[config.mk]
export PLATFORM = sky130hd
export DESIGN_NAME = cpm_power_unit
export DESIGN_NICKNAME = d
export VERILOG_FILES = /design/src/design/cpm_clk_div.v /design/src/design/cpm_warmup.v /design/src/design/cpm_power_unit.v
export VERILOG_INCLUDE_DIRS = /design/src /design/src/inc
export SDC_FILE = /design/constraint.sdc
export NUM_CORES = 1
export LEC_CHECK = 0
export BUFFER_PORTS_ARGS = -buffer_cell sky130_fd_sc_hd__buf_2
export CORE_ASPECT_RATIO = 1.1
export CORE_MARGIN = 2
export CORE_UTILIZATION = 40
export DETAILED_ROUTE_END_ITERATION = 8
export PLACE_DENSITY = 0.67
export SLEW_MARGIN = 20
export SYNTH_ARGS = -nofsm -noshare
export SYNTH_HDL_FRONTEND = slang
export SYNTH_HIERARCHICAL = 1
export SYNTH_SLANG_ARGS = --single-unit
[constraint.sdc]
create_clock -name clk -period 1.93 [get_ports clk]
set_input_delay 0.2895 -clock clk [delete_from_list [all_inputs] [get_ports clk]]
set_output_delay 0.2895 -clock clk [all_outputs]
set_load 0.02 [all_outputs]
[src/inc/cpm_consts.vh]
// constants of the cpu clock and power mode unit
`ifndef CPM_CONSTS_VH
`define CPM_CONSTS_VH

// register indexes; byte address is four times the index
`define CPM_IDX_POWER_CONTROL 12'h087
`define CPM_IDX_FETCH_WAIT 12'h08e
`define CPM_IDX_DIV_SELECT 12'h0e5
`define CPM_IDX_COMMIT 12'h0e6
`define CPM_IDX_STATUS 12'h0f0
`define CPM_ADDR_W 12

// power_control fields
`define CPM_PC_IDLE 0
`define CPM_PC_STOP 1
`define CPM_PC_GF0 2
`define CPM_PC_RESET 8'h00

// fetch_wait_control fields
`define CPM_FW_LSB 4
`define CPM_FW_MSB 6
`define CPM_FW_RESET 3'h7

// cpu_clock_divider_select
`define CPM_DIV_RESET 3'h7
`define CPM_COMMIT_CODE 8'h69

// axi responses
`define CPM_RESP_OKAY 2'h0
`define CPM_RESP_SLVERR 2'h2

// warm-up: fast oscillator clocks plus slow oscillator clocks
`define CPM_WARM_RESET_FAST 12'h800
`define CPM_WARM_WAKE_FAST 12'h040
`define CPM_WARM_SLOW 3'h5
// typical wake time in us at the fast oscillator rate
`define CPM_WARM_WAKE_TIME_US 315

// power states, one-hot
`define CPM_ST_WARM 5'h01
`define CPM_ST_RUN 5'h02
`define CPM_ST_IDLE 5'h04
`define CPM_ST_STOP 5'h08
`define CPM_ST_WAKE 5'h10

`endif

[src/design/cpm_clk_div.v]
// cpu clock divider producing a glitch-free cpu clock enable
`timescale 1ns/1ps
`include "cpm_consts.vh"

module cpm_clk_div (
   input wire clk,
   input wire arst_n,
   input wire run,
   input wire [2:0] code,
   output reg tick_reg,
   output reg [2:0] code_reg
);

   reg [6:0] cnt_reg;
   wire [6:0] mask;

   // code 000 divides by 128, code 111 by 1
   assign mask = (7'h7f >> code_reg);

   always @(posedge clk or negedge arst_n) begin
      if (!arst_n) begin
         cnt_reg <= 7'h00;
         tick_reg <= 1'b0;
         code_reg <= `CPM_DIV_RESET;
      end else if (!run) begin
         // gated: new ratio may load at once, no period is cut short
         cnt_reg <= 7'h00;
         tick_reg <= 1'b0;
         code_reg <= code;
      end else if (cnt_reg == mask) begin
         cnt_reg <= 7'h00;
         tick_reg <= 1'b1;
         code_reg <= code; // RULE_18
      end else begin
         cnt_reg <= cnt_reg + 7'h01;
         tick_reg <= 1'b0;
      end
   end

endmodule

[src/design/cpm_warmup.v]
// oscillator warm-up counter: fast clocks then slow oscillator clocks
`timescale 1ns/1ps
`include "cpm_consts.vh"

module cpm_warmup (
   input wire clk,
   input wire arst_n,
   input wire start,
   input wire slow_tick,
   output reg busy_reg,
   output reg done_reg
);

   reg [11:0] fast_reg;
   reg [2:0] slow_reg;
   reg slow_phase_reg;

   always @(posedge clk or negedge arst_n) begin
      if (!arst_n) begin
         // reset release starts the long warm-up
         busy_reg <= 1'b1;
         done_reg <= 1'b0;
         fast_reg <= `CPM_WARM_RESET_FAST; // RULE_12
         slow_reg <= `CPM_WARM_SLOW;
         slow_phase_reg <= 1'b0;
      end else if (start) begin
         busy_reg <= 1'b1;
         done_reg <= 1'b0;
         fast_reg <= `CPM_WARM_WAKE_FAST; // RULE_13
         slow_reg <= `CPM_WARM_SLOW;
         slow_phase_reg <= 1'b0;
      end else if (busy_reg && !slow_phase_reg) begin
         done_reg <= 1'b0;
         if (fast_reg == 12'h001) begin
            slow_phase_reg <= 1'b1;
         end
         fast_reg <= fast_reg - 12'h001;
      end else if (busy_reg) begin
         if (slow_tick) begin
            if (slow_reg == 3'h1) begin
               busy_reg <= 1'b0;
               done_reg <= 1'b1;
            end
            slow_reg <= slow_reg - 3'h1;
         end
      end else begin
         done_reg <= 1'b0;
      end
   end

endmodule

[src/design/cpm_power_unit.v]
// clock and power mode unit with axi4-lite registers
`timescale 1ns/1ps
`include "cpm_consts.vh"

// Functional notes
// RULE_01 - idle bit0, stop bit1 drive power state
// RULE_02 - idle gates cpu clock only
// RULE_03 - idle wakes on port change or interrupt
// RULE_04 - idle wake clears idle bit
// RULE_05 - stop halts cpu, peripherals, oscillator
// RULE_06 - stop wakes on port change only
// RULE_07 - stop wake clears stop bit
// RULE_08 - after reset run at divided cpu clock
// RULE_09 - divider codes 000..111 give 128..1
// RULE_10 - divider applies only on 0x69 commit
// RULE_11 - fetch wait inserts 0..7 extra cycles
// RULE_12 - reset warm-up 2048 fast plus 5 slow
// RULE_13 - stop wake warm-up 64 fast plus 5 slow
// RULE_14 - single internal fast oscillator source
// RULE_15 - interrupt wakes only when both enabled
// RULE_16 - fixed oscillator feeds the divider
// RULE_17 - other commit values change nothing
// RULE_18 - cpu clock gated during warm-up, clean release
module cpm_power_unit (
   input wire clk,
   input wire arst_n,
   input wire slow_osc_tick,
   input wire [7:0] port_zero,
   input wire [7:0] port_one,
   input wire global_interrupt_enable,
   input wire [7:0] irq_request,
   input wire [7:0] irq_enable,
   input wire fetch_req,
   output reg fetch_ack_reg,
   output reg cpu_clk_en_reg,
   output reg periph_clk_en_reg,
   output reg fast_osc_run_reg,
   output reg [4:0] power_state_reg,
   input wire [`CPM_ADDR_W-1:0] s_axi_awaddr,
   input wire [2:0] s_axi_awprot,
   input wire s_axi_awvalid,
   output reg s_axi_awready,
   input wire [31:0] s_axi_wdata,
   input wire [3:0] s_axi_wstrb,
   input wire s_axi_wvalid,
   output reg s_axi_wready,
   output reg [1:0] s_axi_bresp,
   output reg s_axi_bvalid,
   input wire s_axi_bready,
   input wire [`CPM_ADDR_W-1:0] s_axi_araddr,
   input wire [2:0] s_axi_arprot,
   input wire s_axi_arvalid,
   output reg s_axi_arready,
   output reg [31:0] s_axi_rdata,
   output reg [1:0] s_axi_rresp,
   output reg s_axi_rvalid,
   input wire s_axi_rready
);

   reg [7:0] pwr_ctrl_reg;
   reg [2:0] fetch_wait_reg;
   reg [2:0] div_sel_reg;
   reg [7:0] port_zero_prev_reg;
   reg [7:0] port_one_prev_reg;
   reg [2:0] fetch_cnt_reg;
   reg [`CPM_ADDR_W-1:0] aw_addr_reg;
   reg aw_held_reg;
   reg [31:0] w_data_reg;
   reg w_strb_reg;
   reg w_held_reg;
   reg [4:0] state_next;
   reg [7:0] pwr_ctrl_next;
   reg [31:0] rd_data;
   reg rd_hit;
   reg warm_start;

   wire [`CPM_ADDR_W-1:0] aw_idx;
   wire [`CPM_ADDR_W-1:0] ar_idx;
   wire wr_fire;
   wire wr_hit;
   wire port_change;
   wire irq_wake;
   wire cpu_tick;
   wire [2:0] active_code;
   wire warm_busy;
   wire warm_done;
   wire div_run;

   // byte address to register index, low two bits ignored
   assign aw_idx = {2'b00, aw_addr_reg[`CPM_ADDR_W-1:2]};
   assign ar_idx = {2'b00, s_axi_araddr[`CPM_ADDR_W-1:2]};
   assign wr_fire = aw_held_reg && w_held_reg && !s_axi_bvalid;
   assign wr_hit = (aw_idx == `CPM_IDX_POWER_CONTROL) ||
                   (aw_idx == `CPM_IDX_FETCH_WAIT) ||
                   (aw_idx == `CPM_IDX_DIV_SELECT) ||
                   (aw_idx == `CPM_IDX_COMMIT);

   // inputs are synchronous; any bit that differs from last cycle counts
   assign port_change = (|(port_zero ^ port_zero_prev_reg)) ||
                        (|(port_one ^ port_one_prev_reg));
   assign irq_wake = global_interrupt_enable &&
                     (|(irq_request & irq_enable)); // RULE_15

   // the fast oscillator is the only source, so clk is fosc itself
   assign div_run = (power_state_reg == `CPM_ST_RUN); // RULE_16 RULE_14

   cpm_clk_div u_div (
      .clk (clk),
      .arst_n (arst_n),
      .run (div_run),
      .code (active_code),
      .tick_reg (cpu_tick),
      .code_reg ()
   );

   cpm_warmup u_warm (
      .clk (clk),
      .arst_n (arst_n),
      .start (warm_start),
      .slow_tick (slow_osc_tick),
      .busy_reg (warm_busy),
      .done_reg (warm_done)
   );

   // committed ratio, separate from the software selection
   reg [2:0] commit_code_reg;
   assign active_code = commit_code_reg;

   // power state and hardware clearing of the mode bits
   always @* begin
      state_next = power_state_reg;
      pwr_ctrl_next = pwr_ctrl_reg;
      warm_start = 1'b0;
      case (power_state_reg)
         `CPM_ST_WARM: begin
            if (warm_done) begin
               state_next = `CPM_ST_RUN; // RULE_08
            end
         end
         `CPM_ST_RUN: begin
            if (pwr_ctrl_reg[`CPM_PC_STOP]) begin
               state_next = `CPM_ST_STOP; // RULE_01 RULE_05
            end else if (pwr_ctrl_reg[`CPM_PC_IDLE]) begin
               state_next = `CPM_ST_IDLE; // RULE_01 RULE_02
            end
         end
         `CPM_ST_IDLE: begin
            if (port_change || irq_wake) begin
               state_next = `CPM_ST_RUN; // RULE_03
               pwr_ctrl_next[`CPM_PC_IDLE] = 1'b0; // RULE_04
            end
         end
         `CPM_ST_STOP: begin
            if (port_change) begin
               state_next = `CPM_ST_WAKE; // RULE_06
               pwr_ctrl_next[`CPM_PC_STOP] = 1'b0; // RULE_07
               warm_start = 1'b1; // RULE_13
            end
         end
         `CPM_ST_WAKE: begin
            if (warm_done && !warm_start) begin
               state_next = `CPM_ST_RUN; // RULE_18
            end
         end
         default: begin
            state_next = `CPM_ST_WARM;
         end
      endcase
      // a software write lands after the hardware clear
      if (wr_fire && w_strb_reg && aw_idx == `CPM_IDX_POWER_CONTROL) begin
         pwr_ctrl_next = {5'h00, w_data_reg[2:0]};
      end
   end

   // state, registers and clock enables
   always @(posedge clk or negedge arst_n) begin
      if (!arst_n) begin
         power_state_reg <= `CPM_ST_WARM;
         pwr_ctrl_reg <= `CPM_PC_RESET;
         fetch_wait_reg <= `CPM_FW_RESET; // RULE_11
         div_sel_reg <= `CPM_DIV_RESET; // RULE_09
         commit_code_reg <= `CPM_DIV_RESET;
         port_zero_prev_reg <= 8'h00;
         port_one_prev_reg <= 8'h00;
         cpu_clk_en_reg <= 1'b0;
         periph_clk_en_reg <= 1'b0;
         fast_osc_run_reg <= 1'b1;
      end else begin
         power_state_reg <= state_next;
         pwr_ctrl_reg <= pwr_ctrl_next;
         port_zero_prev_reg <= port_zero;
         port_one_prev_reg <= port_one;
         if (wr_fire && w_strb_reg) begin
            if (aw_idx == `CPM_IDX_FETCH_WAIT) begin
               fetch_wait_reg <= w_data_reg[`CPM_FW_MSB:`CPM_FW_LSB];
            end
            if (aw_idx == `CPM_IDX_DIV_SELECT) begin
               div_sel_reg <= w_data_reg[2:0];
            end
            if (aw_idx == `CPM_IDX_COMMIT &&
                w_data_reg[7:0] == `CPM_COMMIT_CODE) begin
               commit_code_reg <= div_sel_reg; // RULE_10 RULE_17
            end
         end
         // cpu enable follows the divider, which only runs in RUN
         // no pulse on the edge that leaves run, so idle starts gated
         cpu_clk_en_reg <= cpu_tick && div_run && // RULE_02 RULE_18
                           (state_next == `CPM_ST_RUN);
         periph_clk_en_reg <= (state_next == `CPM_ST_RUN) ||
                              (state_next == `CPM_ST_IDLE); // RULE_05
         fast_osc_run_reg <= (state_next != `CPM_ST_STOP); // RULE_05
      end
   end

   // program fetch: ack after fetch_wait_reg extra cpu cycles
   always @(posedge clk or negedge arst_n) begin
      if (!arst_n) begin
         fetch_cnt_reg <= 3'h0;
         fetch_ack_reg <= 1'b0;
      end else begin
         fetch_ack_reg <= 1'b0;
         if (fetch_req && cpu_tick && div_run && !fetch_ack_reg) begin
            if (fetch_cnt_reg == fetch_wait_reg) begin
               fetch_cnt_reg <= 3'h0;
               fetch_ack_reg <= 1'b1; // RULE_11
            end else begin
               fetch_cnt_reg <= fetch_cnt_reg + 3'h1;
            end
         end
      end
   end

   // axi4-lite write: address and data taken in either order
   always @(posedge clk or negedge arst_n) begin
      if (!arst_n) begin
         s_axi_awready <= 1'b1;
         s_axi_wready <= 1'b1;
         s_axi_bvalid <= 1'b0;
         s_axi_bresp <= `CPM_RESP_OKAY;
         aw_held_reg <= 1'b0;
         w_held_reg <= 1'b0;
         aw_addr_reg <= {`CPM_ADDR_W{1'b0}};
         w_data_reg <= 32'h00000000;
         w_strb_reg <= 1'b0;
      end else begin
         if (s_axi_awvalid && s_axi_awready) begin
            aw_addr_reg <= s_axi_awaddr;
            aw_held_reg <= 1'b1;
            s_axi_awready <= 1'b0;
         end
         if (s_axi_wvalid && s_axi_wready) begin
            w_data_reg <= s_axi_wdata;
            w_strb_reg <= s_axi_wstrb[0];
            w_held_reg <= 1'b1;
            s_axi_wready <= 1'b0;
         end
         if (wr_fire) begin
            aw_held_reg <= 1'b0;
            w_held_reg <= 1'b0;
            s_axi_bvalid <= 1'b1;
            s_axi_bresp <= wr_hit ? `CPM_RESP_OKAY : `CPM_RESP_SLVERR;
         end
         if (s_axi_bvalid && s_axi_bready) begin
            s_axi_bvalid <= 1'b0;
            s_axi_awready <= 1'b1;
            s_axi_wready <= 1'b1;
         end
      end
   end

   // read decode; the commit register is write-only and reads zero
   always @* begin
      rd_data = 32'h00000000;
      rd_hit = 1'b1;
      case (ar_idx)
         `CPM_IDX_POWER_CONTROL: rd_data = {24'h000000, pwr_ctrl_reg};
         `CPM_IDX_FETCH_WAIT: rd_data = {25'h0, fetch_wait_reg, 4'h0};
         `CPM_IDX_DIV_SELECT: rd_data = {29'h0, div_sel_reg};
         `CPM_IDX_COMMIT: rd_data = 32'h00000000;
         `CPM_IDX_STATUS: rd_data = {17'h00000, commit_code_reg, 3'h0,
                                     warm_busy, 3'h0, power_state_reg};
         default: rd_hit = 1'b0;
      endcase
   end

   // axi4-lite read: one outstanding, answer one cycle after ar
   always @(posedge clk or negedge arst_n) begin
      if (!arst_n) begin
         s_axi_arready <= 1'b1;
         s_axi_rvalid <= 1'b0;
         s_axi_rdata <= 32'h00000000;
         s_axi_rresp <= `CPM_RESP_OKAY;
      end else begin
         if (s_axi_arvalid && s_axi_arready) begin
            s_axi_arready <= 1'b0;
            s_axi_rvalid <= 1'b1;
            s_axi_rdata <= rd_data;
            s_axi_rresp <= rd_hit ? `CPM_RESP_OKAY : `CPM_RESP_SLVERR;
         end
         if (s_axi_rvalid && s_axi_rready) begin
            s_axi_rvalid <= 1'b0;
            s_axi_arready <= 1'b1;
         end
      end
   end

endmodule

==> results of run 1 <==
## per-layer routing
layer  wire [um]  track usage, %  up-vias
met4         170            6.81        0
met3         591            3.20       14
met1        5030            22.6     1891
met2        5430            26.0      108
met5           0               0        -
li1            -               -     1931
## Yosys cell counts, drive strengths merged, types with 3 or more instances
cell / number / area, um^2
a31oi: 5 / 43.8
or3: 6 / 37.5
and3b: 6 / 53.8
nand4b: 3 / 26.3
xnor2: 26 / 228
dfrtp: 87 / 2180
a21o: 3 / 23.8
nor4bb: 4 / 40.0
a22oi: 9 / 67.6
a21oi: 14 / 70.1
o31ai: 4 / 43.8
nor2: 30 / 113
xor2: 7 / 61.3
mux2: 34 / 405
nor2b: 5 / 31.3
nand3b: 5 / 37.5
nand2: 46 / 175
or4: 5 / 41.3
buf: 30 / 218
nor4: 7 / 71.3
nor3b: 5 / 48.8
a2bb2oi: 3 / 26.3
nor3: 5 / 25.0
nand4: 8 / 50.1
nand3: 12 / 60.1
clkbuf: 8 / 30.0
dfstp: 21 / 552
nand2b: 10 / 62.6
ha: 6 / 75.1
o21ai: 28 / 140
inv: 16 / 60.1
## stage by stage
stage	instance area [um^2]	TNS, ps	utilization [%]
floorplan	5430	-140	-
global placement	6070	-36.5	46.3
detailed placement	6070	-105	46.3
CTS	6400	-2.83	48.8
global route	6480	-263	49.4
finish	6480	-9.94	49.4
## cell type report
cell class	count	area, um^2
Sequential cell	108	2730
Timing Repair Buffer	129	763
Tap cell	161	201
Multi-Input combinational cell	345	2430
Clock inverter	4	30.0
Clock buffer	12	267
Fill cell	1206	6630
Inverter	16	60.1
## repair_timing
action                                  CTS  global route
hold buffers                              1             0
endpoints found under the hold margin    20             0
gates resized for setup                   3             6
setup buffers                             1             6
endpoints found under the setup margin    9            19
pin swaps                                 1             2
## how the worst max path moves through the flow
| stage | from | to | slack (ps) | cells past startpoint |
|---|---|---|---|---|
| 3_5_place_dp | u_div/code_reg[0] | u_div/code_reg[1] | -30 | 5 |
| 3_3_place_gp | u_div/code_reg[0] | u_div/code_reg[0] | -10 | 5 |
| 4_1_cts | u_div/code_reg[1] | u_div/code_reg[1] | -3 | 6 |
| 2_1_floorplan | u_div/code_reg[1] | u_div/code_reg[2] | -50 | 6 |
| 5_1_grt | u_div/code_reg[0] | u_div/code_reg[1] | -60 | 6 |
| 6_report | u_div/code_reg[0] | u_div/code_reg[1] | -7 | 6 |
## kinds of logic (layout without fill, tap and decap cells)
family,Yosys count,count (layout),synth area share (%)
adders and majority gates,6,6,1.41
and+or+nand+nor,169,169,18.3
muxes,35,35,7.81
AOI/OAI and AO/OA,79,79,9.92
other,1,23,0.0705
DFF,108,108,51.3
buffers and inverters,54,161,5.79
xor gates and xnor gates,33,33,5.43
## report_power, final
| group | switching (mW) | total, mW | internal (mW) |
|---|---|---|---|
| clock | 0.832 | 1.82 | 0.989 |
| sequential | 0.388 | 3.12 | 2.73 |
| combinational | 0.703 | 1.41 | 0.709 |
| total | 1.92 | 6.35 | 4.43 |
## worst reg2reg max path, stage by stage, from the launching register on
cell                      delay (ps)
sky130_fd_sc_hd__dfstp_2         410
sky130_fd_sc_hd__or3b_1          390
sky130_fd_sc_hd__a31oi_2         220
sky130_fd_sc_hd__a31oi_4         130
sky130_fd_sc_hd__o31ai_4         260
sky130_fd_sc_hd__buf_6           150
sky130_fd_sc_hd__mux2_4          300
==> impl.org, run 1 <==
** Timing
- Setup repair after global routing could not meet its margin everywhere.
- Headroom to the max-slew limit came out at 55.8%.
- Transition at the pin with the smallest max-transition slack :: 662 ps
- The max-slew violation count came to 0.
- The smallest clock period supported by the final layout is computed as 1940 ps.
- Hold is met by 69.5 ps.
- Final Hold Violating Endpoints :: 0
- Dividing the final minimum period by the clock period gives 100%.
- In the post-route analysis, the smallest setup slack over all paths is -6.55 ps.
- Between clock sinks in the finished design, the worst skew comes to 9.66 ps.
- Final setup violating endpoints :: 2
- Derived from the worst setup path, the maximum achievable clock frequency is 516 MHz.

** Min path
- Destination of the worst hold path :: port_one_prev_reg[7]
- Hold path depth :: 1
- Worst min-delay path category :: input pin to register
- Hold_sp :: port_one[7]

** Worst setup path
- Kind of start point of the critical path :: register
- For the worst setup path, the data required time is 2210 ps.
- Number of buffers and inverters on the critical path :: 1
- Walking the worst path, the cells encountered are or3b_1 > a31oi_2 > a31oi_4 > o31ai_4 > buf_6 > mux2_4.
- The worst setup path is captured at a register.
- The worst register-to-register path begins at u_div/code_reg[0].
- Biggest cell delay along the critical path :: 410 ps
- Data on the critical path arrives at its endpoint at 2220 ps.
- In this design, the largest share of critical-path delay is due to compound AO/OA/AOI/OAI gates.
- Maximum fanout count along the critical path :: 7
- The setup path with the least slack is of type register to register.
- Crit path max-delay cell type :: sky130_fd_sc_hd__dfstp_2
- Worst reg2reg path endpoint :: u_div/code_reg[1]
- For the worst flop-to-flop path, the logic depth is 6.
- Flop-to-flop setup slack :: -7 ps

** Logic synthesis
- For this run, the number of Yosys warnings is 6.
- Number of distinct library cell variants in the gate-level netlist after synthesis :: 68
- Yosys mapped a number of flops with a built-in enable equal to 0.
- Of the synthesized area, sequential elements account for 51.3%.
- Summing every instance area after synthesis gives 5320 um^2.
- Proportion of synthesized flip-flops having asynchronous set or reset :: 100%
- Flip-flop and latch count after synthesis :: 108
- Among all flip-flop cells after synthesis, the most frequent one is sky130_fd_sc_hd__dfrtp_1.
- Synthesis produced a netlist whose cell count is 485.
- Post-synthesis area per instance :: 11.0 um^2

** Route
- Count of unresolved DRC violations after routing :: 0
- Routed wire per std cell :: 14.5 um
- Routed vias :: 3,944
- After the first detailed-routing iteration, the DRC count stood at 234.
- Vias per Instance :: 5.09
- The detail route stage leaves a number of antenna-violating nets equal to 0.
- Number of detailed-routing iterations run before antenna repair :: 4
- Final WL :: 11.2 mm

** Clock network
- Clock-pin slew of the registers on the worst-case setup and hold paths :: 70 ps
- The tree built by TritonCTS fans out to 108 sinks.
- Insertion delay of the later-clocked pin in the worst-skew pair :: 350 ps
- Max clock buf depth :: 2
- The H-tree generated during clock tree synthesis spans 3 levels.
- Clock root buffer master :: sky130_fd_sc_hd__clkbuf_16
- Clock buffers created by TritonCTS :: 9
- Clock tree from TritonCTS :: built

** Placement
- OpenSTA, run right after detailed placement, puts the worst setup slack at -33.1 ps.
- Weighted congestion at the end of routability-driven global placement :: 0.844
- Placed wire-length estimate after detailed placement :: 8.57 mm
- Input and output buffers added on the ports amount to 97.
- After detailed placement, the design holds a cell count of 751.

** Power
- Power density over the cells :: 981 nW/um^2
- VDD sags by at most 544 uV.
- For this design the static power due to leakage is 2.96 nW.
- The completed layout was analyzed and its total power is 6.35 mW.

** GRT
- Overflow left after global routing :: 0
- Combined global-route utilization of all metal layers :: 16.6%
- The via count of the first global-routing pass is 3,887.
- Antenna violations before repair :: 0
- The first global-routing pass estimated 18.9 mm of wire.
- Entering global routing, the biggest net connects 38 pins.

** Cells and area
- Layout cells sized above 1 :: 35.7%
- The library cells used most frequently in the layout, excluding fill and tap cells, are sky130_fd_sc_hd__buf_2, sky130_fd_sc_hd__dfrtp_1, sky130_fd_sc_hd__nand2_1.
- Compared with the post-synthesis result, the final layout area differs by 21.8%.
- The repair_antennas step left the layout with diodes totalling 0.
- Most common cell after layout, fill and taps aside :: sky130_fd_sc_hd__buf_2
- Flip-flop count of the largest register, all copies and words added :: 12
- Layout net count :: 723
- Non-filler cells, final :: 775

** Run status
- Status :: complete, but fails checks
- Failing checks :: setup timing

** Die
- For this configuration, the core starts out at a cell density of 40.6%.
- Overall die width :: 114 um
- The initialized floorplan defines 44 standard-cell rows.
- Die extent in y :: 125 um
- Die Footprint :: 14,200 um^2
- The core region is 13,100 um^2.
- Ports placed on the boundary :: 158

** Job
- Across the run, the number of max-cap violations was 0.
Note: power is estimated with default switching activity, not from simulation.
==> run 2: changes to the inputs <==
--- a/config.mk
+++ b/config.mk
@@ -8,9 +8,10 @@
 export LEC_CHECK = 0
 export BUFFER_PORTS_ARGS = -buffer_cell sky130_fd_sc_hd__buf_2
 export CORE_ASPECT_RATIO = 1.1
-export CORE_MARGIN = 2
+export CORE_MARGIN = 5
 export CORE_UTILIZATION = 40
 export DETAILED_ROUTE_END_ITERATION = 8
+export GPL_TIMING_DRIVEN = 0
 export PLACE_DENSITY = 0.67
 export SLEW_MARGIN = 20
 export SYNTH_ARGS = -nofsm -noshare
==> run 2 against run 1 <==
The flow still finishes with violations (setup timing); combinational power is 6% higher; non-clock buffer count increased by 18; critical path depth unchanged; final area grew 3.3%; power up 2.1%; routed wire length up 7.9%; highest routed layer unchanged.
==> impl.org, run 2 (synthesis results as in run 1) <==
** Run status
- Status :: complete, but fails checks
- The final reports fail on setup timing.

** Route
- Vias per Instance :: 5.11 (+0.38%)
- The via count was 4,046 (+2.6%).
- The residual DRC count was 0 (unchanged).
- Routed wire per std cell :: 15.3 um (+5.6%)
- The number of nets with antenna violations after routing is 0 (unchanged).
- The first-pass iteration count of the detailed router came to 5 (+1).
- Final WL :: 12.1 mm (+7.9%)
- The number of violations reported at the end of detailed-routing iteration 0 is 173 (-26%).

** Placement
- The estimated wirelength of the detail-placed design came to 8.84 mm (+3.2%).
- The quantity of I/O buffers inserted on ports came to 97 (unchanged).
- Weighted congestion at the end of routability-driven global placement :: 0.838 (-0.62%)

** Die
- The y dimension of the die is 131 um (+4.8%).
- The core region area came to 13,100 um^2 (unchanged).
- The die outline area was 15,700 um^2 (+10%).
- Overall die width :: 120 um (+5.3%)
- The number of rows in the core area is 44 (unchanged).
- The initial core utilization is 40.6% (unchanged).
- Ports placed on the boundary :: 158 (unchanged)

** Worst setup path
- The data required time of the critical path was 2200 ps (about the same).
- The maximum fanout encountered on the critical timing path came to 8 (+1).
- CP startpoint :: u_div/code_reg[1]
- Reg-to-reg startpoint :: u_div/code_reg[1]
- STA classifies the critical path startpoint as a register.
- Type of the worst setup path :: register to register
- The arrival time at the worst endpoint was 2300 ps (+80 ps).
- The worst setup path is captured at a register.

** Power
- The share of power burned in registers is 48.6% (-0.5 points).
- The maximum resistive drop on vdd came to 563 uV (+3.5%).
- Clk pwr share :: 28.3% (-0.4 points)
- The switching power as a share of total power was 29.9% (-0.32 points).
- The leakage power came to 3.04 nW (+2.9%).
- The internal cell power is 4.54 mW (+2.5%).
- The power density relative to cell area came to 969 nW/um^2 (-1.2%).
- Combinational Power Share :: 23.1% (+0.9 points)
- The switching power of the nets is 1.94 mW (+0.96%).

** Clock network
- The deepest level of the CTS H-tree is 3 (unchanged).
- The root buffer cell chosen for the clock tree is sky130_fd_sc_hd__clkbuf_16.
- The later-pin clock latency in the skew report came to 340 ps (about the same).
- The clock buffer count from CTS came to 9 (unchanged).
- TritonCTS built the clock tree.
- The number of buffers between clock root and the deepest sink is 2 (unchanged).
- Clock net sink count :: 108 (unchanged)
- The clock-pin transition on the worst setup and hold timing paths is 70 ps (about the same).

** GRT
- The initial antenna violation count is 0 (unchanged).
- Overflow left after global routing :: 0 (unchanged)
- The wire length of the first global-routing pass was 19.4 mm (+2.4%).
- The total routing resource utilization after global routing came to 15.3% (-1.3 points).
- The largest net degree at the start of global routing is 74 (+95%).
- The via count of the first global-routing pass is 3,994 (+2.8%).

** Cells and area
- Most common cell after layout, fill and taps aside :: sky130_fd_sc_hd__buf_2
- Total inserted antenna cells :: 0 (unchanged)
- The flip-flop count of the largest register, all copies and words added came to 12 (unchanged).
- Most used cells in the layout excluding fill and tap cells :: sky130_fd_sc_hd__buf_2, sky130_fd_sc_hd__dfrtp_1, sky130_fd_sc_hd__nand2_1
- The combined flip-flop and latch cell area came to 2730 um^2 (unchanged).
- Layout net count :: 741 (+2.5%)
- Layout cells sized above 1 :: 39.0% (+3.3 points)
- The final cell utilization of the core came to 51.1% (+1.6 points).
- The number of fill cells in the layout came to 1,159 (-3.9%).
- From synthesis to final layout, the design area changed by 25.7%.
- Total area of multi-input combinational cells :: 2500 um^2 (+3.2%)

** Timing
- Final period demand of the worst path :: 2030 ps (+90.4 ps)
- The final hold slack came to 79.8 ps (+10.3 ps).
- Count of pins over their slew limit :: 0 (unchanged)
- Setup repair after global routing could not meet its margin everywhere.
- The worst relative slew slack came to 44.7% (-11 points).
- Final Hold Violating Endpoints :: 0 (unchanged)
- The slack of the critical path came to -96.9 ps (-90.4 ps).
- The slew at the pin closest to its max-slew limit was 827 ps (+165 ps).
- The total of endpoints with negative setup slack in the final report is 7 (+5).
- The post-route clock period utilization came to 105% (+4.7 points).
- The maximum clock frequency was 493 MHz (-4.5%).
- The setup clock skew after layout is 7.50 ps (-2.16 ps).

** Min path
- The worst hold path belongs to the class input pin to register.
- In this run the most critical hold path is launched from port_zero[7].

** Job
- Max Cap Violations :: 0 (unchanged)
==> run 2: cell count changes in the layout (fill, tap and decap cells not counted), sizes merged <==
| cell | change |
|---|---|
| bufinv | +1 |
| inv | -1 |
| clkinv | +1 |
| clkbuf | +4 |
| buf | +13 |
| clkinvlp | -1 |
==> run 2: through the flow <==
step	cell area (um^2)	cells	setup TNS (ps)	setup WS, ps	power [mW]
2_1_floorplan	5430	507	-140	-46.6	4.10
3_3_place_gp	6110	765	-60250	-621	4.45
3_5_place_dp	6150	766	-8250	-532	4.56
4_1_cts	6510	786	-88.3	-32.8	6.44
5_1_grt	6690	792	-1150	-155	6.86
6_report	6690	792	-302	-96.9	6.48
==> run 2: layout make-up <==
| type | count | share of cell area [%] |
|---|---|---|
| flip-flops and latches | 108 | 40.8 |
| multi-input cells | 345 | 37.4 |
| repair buffers | 114 | 9.88 |
| clock buffers | 11 | 3.63 |
| plain buffers | 33 | 3.61 |
| well taps | 161 | 3.01 |
| inverters | 16 | 0.898 |
| clock inverters | 4 | 0.730 |
==> run 2: power by group through the flow <==
stage                     Sequential (mW)  Combinational, mW  Clock, mW
final                                3.15               1.50       1.83
after global routing                 3.21               1.66       1.99
after global placement               3.12               1.32          0
after floorplan                      3.09               1.01          0
after CTS                            3.12               1.43       1.88
after detailed placement             3.16               1.40          0
==> run 2: timing repair <==
| action | in CTS | in global routing |
|---|---|---|
| endpoints found under the setup margin | 28 | 28 |
| buffers inserted | 7 | 8 |
| endpoints found under the hold margin | 30 | 0 |
| pin swaps | 7 | 9 |
| hold buffers | 1 | 0 |
| resized for setup | 10 | 31 |
==> run 2: path summary, 6_finish.rpt <==
| check | slack [ps] | endpoint | depth (start not counted) |
|---|---|---|---|
| worst max-delay path | -100 | u_div/code_reg[2] | 6 |
| worst min-delay path | 80 | port_zero_prev_reg[7] | 1 |
| worst max register to register | -100 | u_div/code_reg[2] | 6 |
| worst min register to register | 480 | pwr_ctrl_reg[2] | 2 |
| max in group asynchronous | 810 | u_warm/fast_reg[11] | 3 |
| min in group asynchronous | 420 | s_axi_rdata[0] | 2 |
==> run 2: worst max-delay path: stages, from the launching register on <==
cell                        delay [ps]
sky130_fd_sc_hd__dfstp_2           650
sky130_fd_sc_hd__xnor2_2            90
sky130_fd_sc_hd__a2111oi_2         350
sky130_fd_sc_hd__nor3_2            130
sky130_fd_sc_hd__o31ai_4           290
sky130_fd_sc_hd__buf_4             170
sky130_fd_sc_hd__mux2_4            290
==> run 2: routing by layer <==
metal,track usage (%),vias to the layer above,routed length [um]
met3,3.83,18,677
li1,-,1957,-
met1,19.8,1962,5300
met2,24.8,109,5870
met4,6.06,0,249
met5,0,-,0
==> run 3: changes to the inputs <==
--- a/config.mk
+++ b/config.mk
@@ -13,6 +13,7 @@
 export DETAILED_ROUTE_END_ITERATION = 8
 export GPL_TIMING_DRIVEN = 0
 export PLACE_DENSITY = 0.67
+export REMOVE_ABC_BUFFERS = 1
 export SLEW_MARGIN = 20
 export SYNTH_ARGS = -nofsm -noshare
 export SYNTH_HDL_FRONTEND = slang
==> run 3 against run 2 <==
The run still ends with setup timing left; combinational power decreased by 11%; non-clock buffer count decreased by 41; routed wire length decreased by 6.4%; sequential power about the same; global-route usage decreased by 0.71 points; die area unchanged; cell count decreased by 4.9%; critical path depth increased by 1; first-iteration DRC count increased by 21%; critical endpoint unchanged.
==> impl.org, run 3 (synthesis results as in run 1) <==
** Run status
- The flow ran to the end, but the final reports show violations.
- Failing checks :: setup timing

** Worst setup path
- The worst setup path is launched from a register.
- The worst reg2reg path depth was 7 (+1).
- CP Data Arrival Time :: 2280 ps (-20 ps)
- The worst setup path is captured at a register.
- Flop-to-flop setup slack :: -70 ps (+20 ps)
- CP startpoint :: u_div/code_reg[1]
- Type of the worst setup path :: register to register
- The number of logic stages on the critical path including buffering is 7 (+1).
- On the critical path the largest part of the delay comes from flip-flops.
- In this run the critical register-to-register path is captured at u_div/code_reg[2].
- The startpoint identified for the worst register-to-register timing path is u_div/code_reg[1].
- Biggest cell delay along the critical path :: 590 ps (-60 ps)
- The maximum fanout encountered on the critical timing path is 7 (-1).
- In this design, the critical path's most frequently occurring cell is sky130_fd_sc_hd__buf_6.
- Crit path required time :: 2210 ps (about the same)
- The slowest stage of the critical path belongs to the cell sky130_fd_sc_hd__dfstp_2.
- Chain of cells forming the critical path :: buf_6 > nor4bb_4 > a41o_1 > a31oi_4 > o31ai_4 > buf_6 > mux2_4
- Number of buffers and inverters on the critical path :: 2 (+1)
- Capture point of the worst path :: u_div/code_reg[2]

** Die
- The number of rows in the core area is 44 (unchanged).
- The y dimension of the die is 131 um (unchanged).
- Overall die width :: 120 um (unchanged)
- The core region area was 13,100 um^2 (unchanged).
- Die Footprint :: 15,700 um^2 (unchanged)
- The number of I/O pins came to 158 (unchanged).
- The initial core utilization was 40.6% (unchanged).

** Cells and area
- Most used cells in the layout excluding fill and tap cells :: sky130_fd_sc_hd__buf_2, sky130_fd_sc_hd__dfrtp_1, sky130_fd_sc_hd__nand2_1
- Filler instances :: 1,190 (+2.7%)
- Area of all placed cells without fillers :: 6350 um^2 (-5.1%)
- The flip-flop count of the largest register, all copies and words added was 12 (unchanged).
- Layout cells sized above 1 :: 34.1% (-4.9 points)
- Most common cell after layout, fill and taps aside :: sky130_fd_sc_hd__buf_2
- The number of nets in the layout was 701 (-5.4%).
- Total inserted antenna cells :: 0 (unchanged)
- From synthesis to final layout, the design area changed by 19.3%.

** Min path
- Worst min-delay path category :: input pin to register
- The cell depth of the worst hold path came to 1 (unchanged).

** Clock network
- Clock buffers created by TritonCTS :: 9 (unchanged)
- Insertion delay of the later-clocked pin in the worst-skew pair :: 350 ps (about the same)
- The clock sink count came to 108 (unchanged).
- Clock root buffer master :: sky130_fd_sc_hd__clkbuf_16
- Max clock buf depth :: 2 (unchanged)
- Clock H-tree levels :: 3 (unchanged)
- The clock-pin transition on the worst setup and hold timing paths is 70 ps (about the same).
- Clock tree from TritonCTS :: built

** Timing
- The max-slew violation count is 0 (unchanged).
- The final hold slack was 67.5 ps (-12.3 ps).
- Skew final :: 9.40 ps (+1.90 ps)
- The slew at the pin closest to its max-slew limit was 772 ps (-54.8 ps).
- Final setup margin :: -72.4 ps (+24.6 ps)
- Final Hold Violating Endpoints :: 0 (unchanged)
- The final critical-path required period is 2000 ps (-24.6 ps).
- RSZ-0062 raised after global routing :: yes
- FMAX :: 499 MHz (+1.2%)
- Max_slew headroom :: 48.4% (+3.6 points)
- Part of the cycle the worst path needs :: 104% (-1.3 points)
- The total of endpoints with negative setup slack in the final report came to 3 (-4).

** Power
- The internal cell power came to 4.44 mW (-2.2%).
- The fraction of power consumed by the clock network was 29.7% (+1.4 points).
- The overall power after layout came to 6.34 mW (-2.1%).
- The proportion of power drawn by combinational gates is 21.0% (-2.1 points).
- Net switching power :: 1.90 mW (-2.1%)
- Power density over the cells :: 999 nW/um^2 (+3.1%)
- Leakage power summed over all cells :: 2.84 nW (-6.7%)
- Share of power burned in registers :: 49.4% (+0.8 points)
- Worst ir drop on vdd :: 643 uV (+14%)
- The switching power as a share of total power came to 30.0% (about the same).

** GRT
- Wire length of the first global-routing pass :: 18.5 mm (-4.7%)
- The initial antenna violation count came to 0 (unchanged).
- Met1 Resource Use GR :: 18.5% (-1.3 points)
- Combined global-route utilization of all metal layers :: 14.6% (-0.71 points)
- Overflow left after global routing :: 0 (unchanged)
- Vias in the first global route :: 3,853 (-3.5%)
- The largest net degree at the start of global routing is 85 (+15%).
- Met3 demand-to-capacity share in global routing :: 2.54% (-1.3 points)
- met2 is the most crowded layer.
- Fraction of met2 tracks used by global routing :: 24.7% (-0.13 points)

** Route
- The number of violations reported at the end of detailed-routing iteration 0 came to 210 (+21%).
- The via count was 3,833 (-5.3%).
- Vias per Instance :: 5.09 (-0.36%)
- The first-pass iteration count of the detailed router came to 4 (-1).
- The detail-routed net length per standard cell was 15.0 um (-1.6%).
- The number of nets with antenna violations after routing was 0 (unchanged).
- Count of unresolved DRC violations after routing :: 0 (unchanged)
- Final WL :: 11.3 mm (-6.4%)

** Placement
- The estimated wirelength of the detail-placed design was 8.14 mm (-7.9%).
- The area after detailed placement was 5880 um^2 (-4.4%).
- The worst-case setup slack after placement is -393 ps (+139 ps).
- Weighted congestion at the end of routability-driven global placement :: 0.828 (-1.3%)
- Port buffer count :: 97 (unchanged)

** Job
- The count of max-cap constraint violations was 0 (unchanged).
==> run 3: changes by cell type in the layout (fill, tap and decap cells not counted), moves of 2 or more <==
cell / before / now
sky130_fd_sc_hd__a211oi_1: 0 / 2
sky130_fd_sc_hd__a211oi_2: 2 / 0
sky130_fd_sc_hd__a21oi_1: 12 / 14
sky130_fd_sc_hd__a21oi_2: 2 / 0
sky130_fd_sc_hd__a31oi_2: 3 / 0
sky130_fd_sc_hd__a31oi_4: 0 / 2
sky130_fd_sc_hd__buf_4: 34 / 4
sky130_fd_sc_hd__buf_6: 8 / 4
sky130_fd_sc_hd__clkbuf_1: 6 / 1
sky130_fd_sc_hd__clkinvlp_4: 0 / 2
sky130_fd_sc_hd__nor2_1: 23 / 27
sky130_fd_sc_hd__nor2_4: 3 / 1
==> run 3: how the worst min path moves through the flow <==
| stage | end | start | slack, ps |
|---|---|---|---|
| 3_3_place_gp | port_zero_prev_reg[5] | port_zero[5] | 420 |
| 4_1_cts | port_zero_prev_reg[7] | port_zero[7] | 50 |
| 3_5_place_dp | u_div/cnt_reg[4] | arst_n | 170 |
| 5_1_grt | port_zero_prev_reg[6] | port_zero[6] | 60 |
| 2_1_floorplan | aw_addr_reg[10] | arst_n | -6 |
| 6_report | port_one_prev_reg[3] | port_one[3] | 70 |
==> run 3: final cells by class <==
cell class / count / area, um^2 / share of cell area (%)
repair buffers: 106 / 593 / 9.34
clock buffers: 11 / 243 / 3.82
multi-input cells: 346 / 2460 / 38.8
inverters: 16 / 60.1 / 0.946
flip-flops and latches: 108 / 2730 / 43.0
clock inverters: 5 / 58.8 / 0.926
well taps: 161 / 201 / 3.17
==> run 3: what timing repair did <==
item / 4_1_cts / 5_1_grt
hold endpoints to repair: 19 / 0
endpoints found under the setup margin: 30 / 16
resized for setup: 11 / 11
pin swaps: 6 / 6
hold buffers: 1 / 0
setup buffers: 7 / 1
gates cloned: 0 / 1
==> run 3: per-stage QoR <==
step | utilization (%) | TNS (ps) | instances
floorplan | - | -350 | 469
global placement | 44.6 | -56430 | 727
detailed placement | 44.9 | -4350 | 728
CTS | 48.0 | -154 | 752
global route | 48.5 | -425 | 753
finish | 48.5 | -209 | 753
==> run 3: metal layers <==
metal	share of wire [%]	vias to the layer above	wire (um)
li1	-	1874	-
met1	46	1858	5190
met5	0	-	0
met2	49	90	5500
met3	3.9	11	446
met4	1.6	0	183
==> run 3: power by group through the flow <==
stage	clock network, mW	registers [mW]	logic (mW)
after detailed placement	0	3.16	1.31
after CTS	1.95	3.12	1.33
after global placement	0	3.13	1.25
after floorplan	0	3.10	0.937
final	1.88	3.13	1.33
after global routing	2.05	3.22	1.51
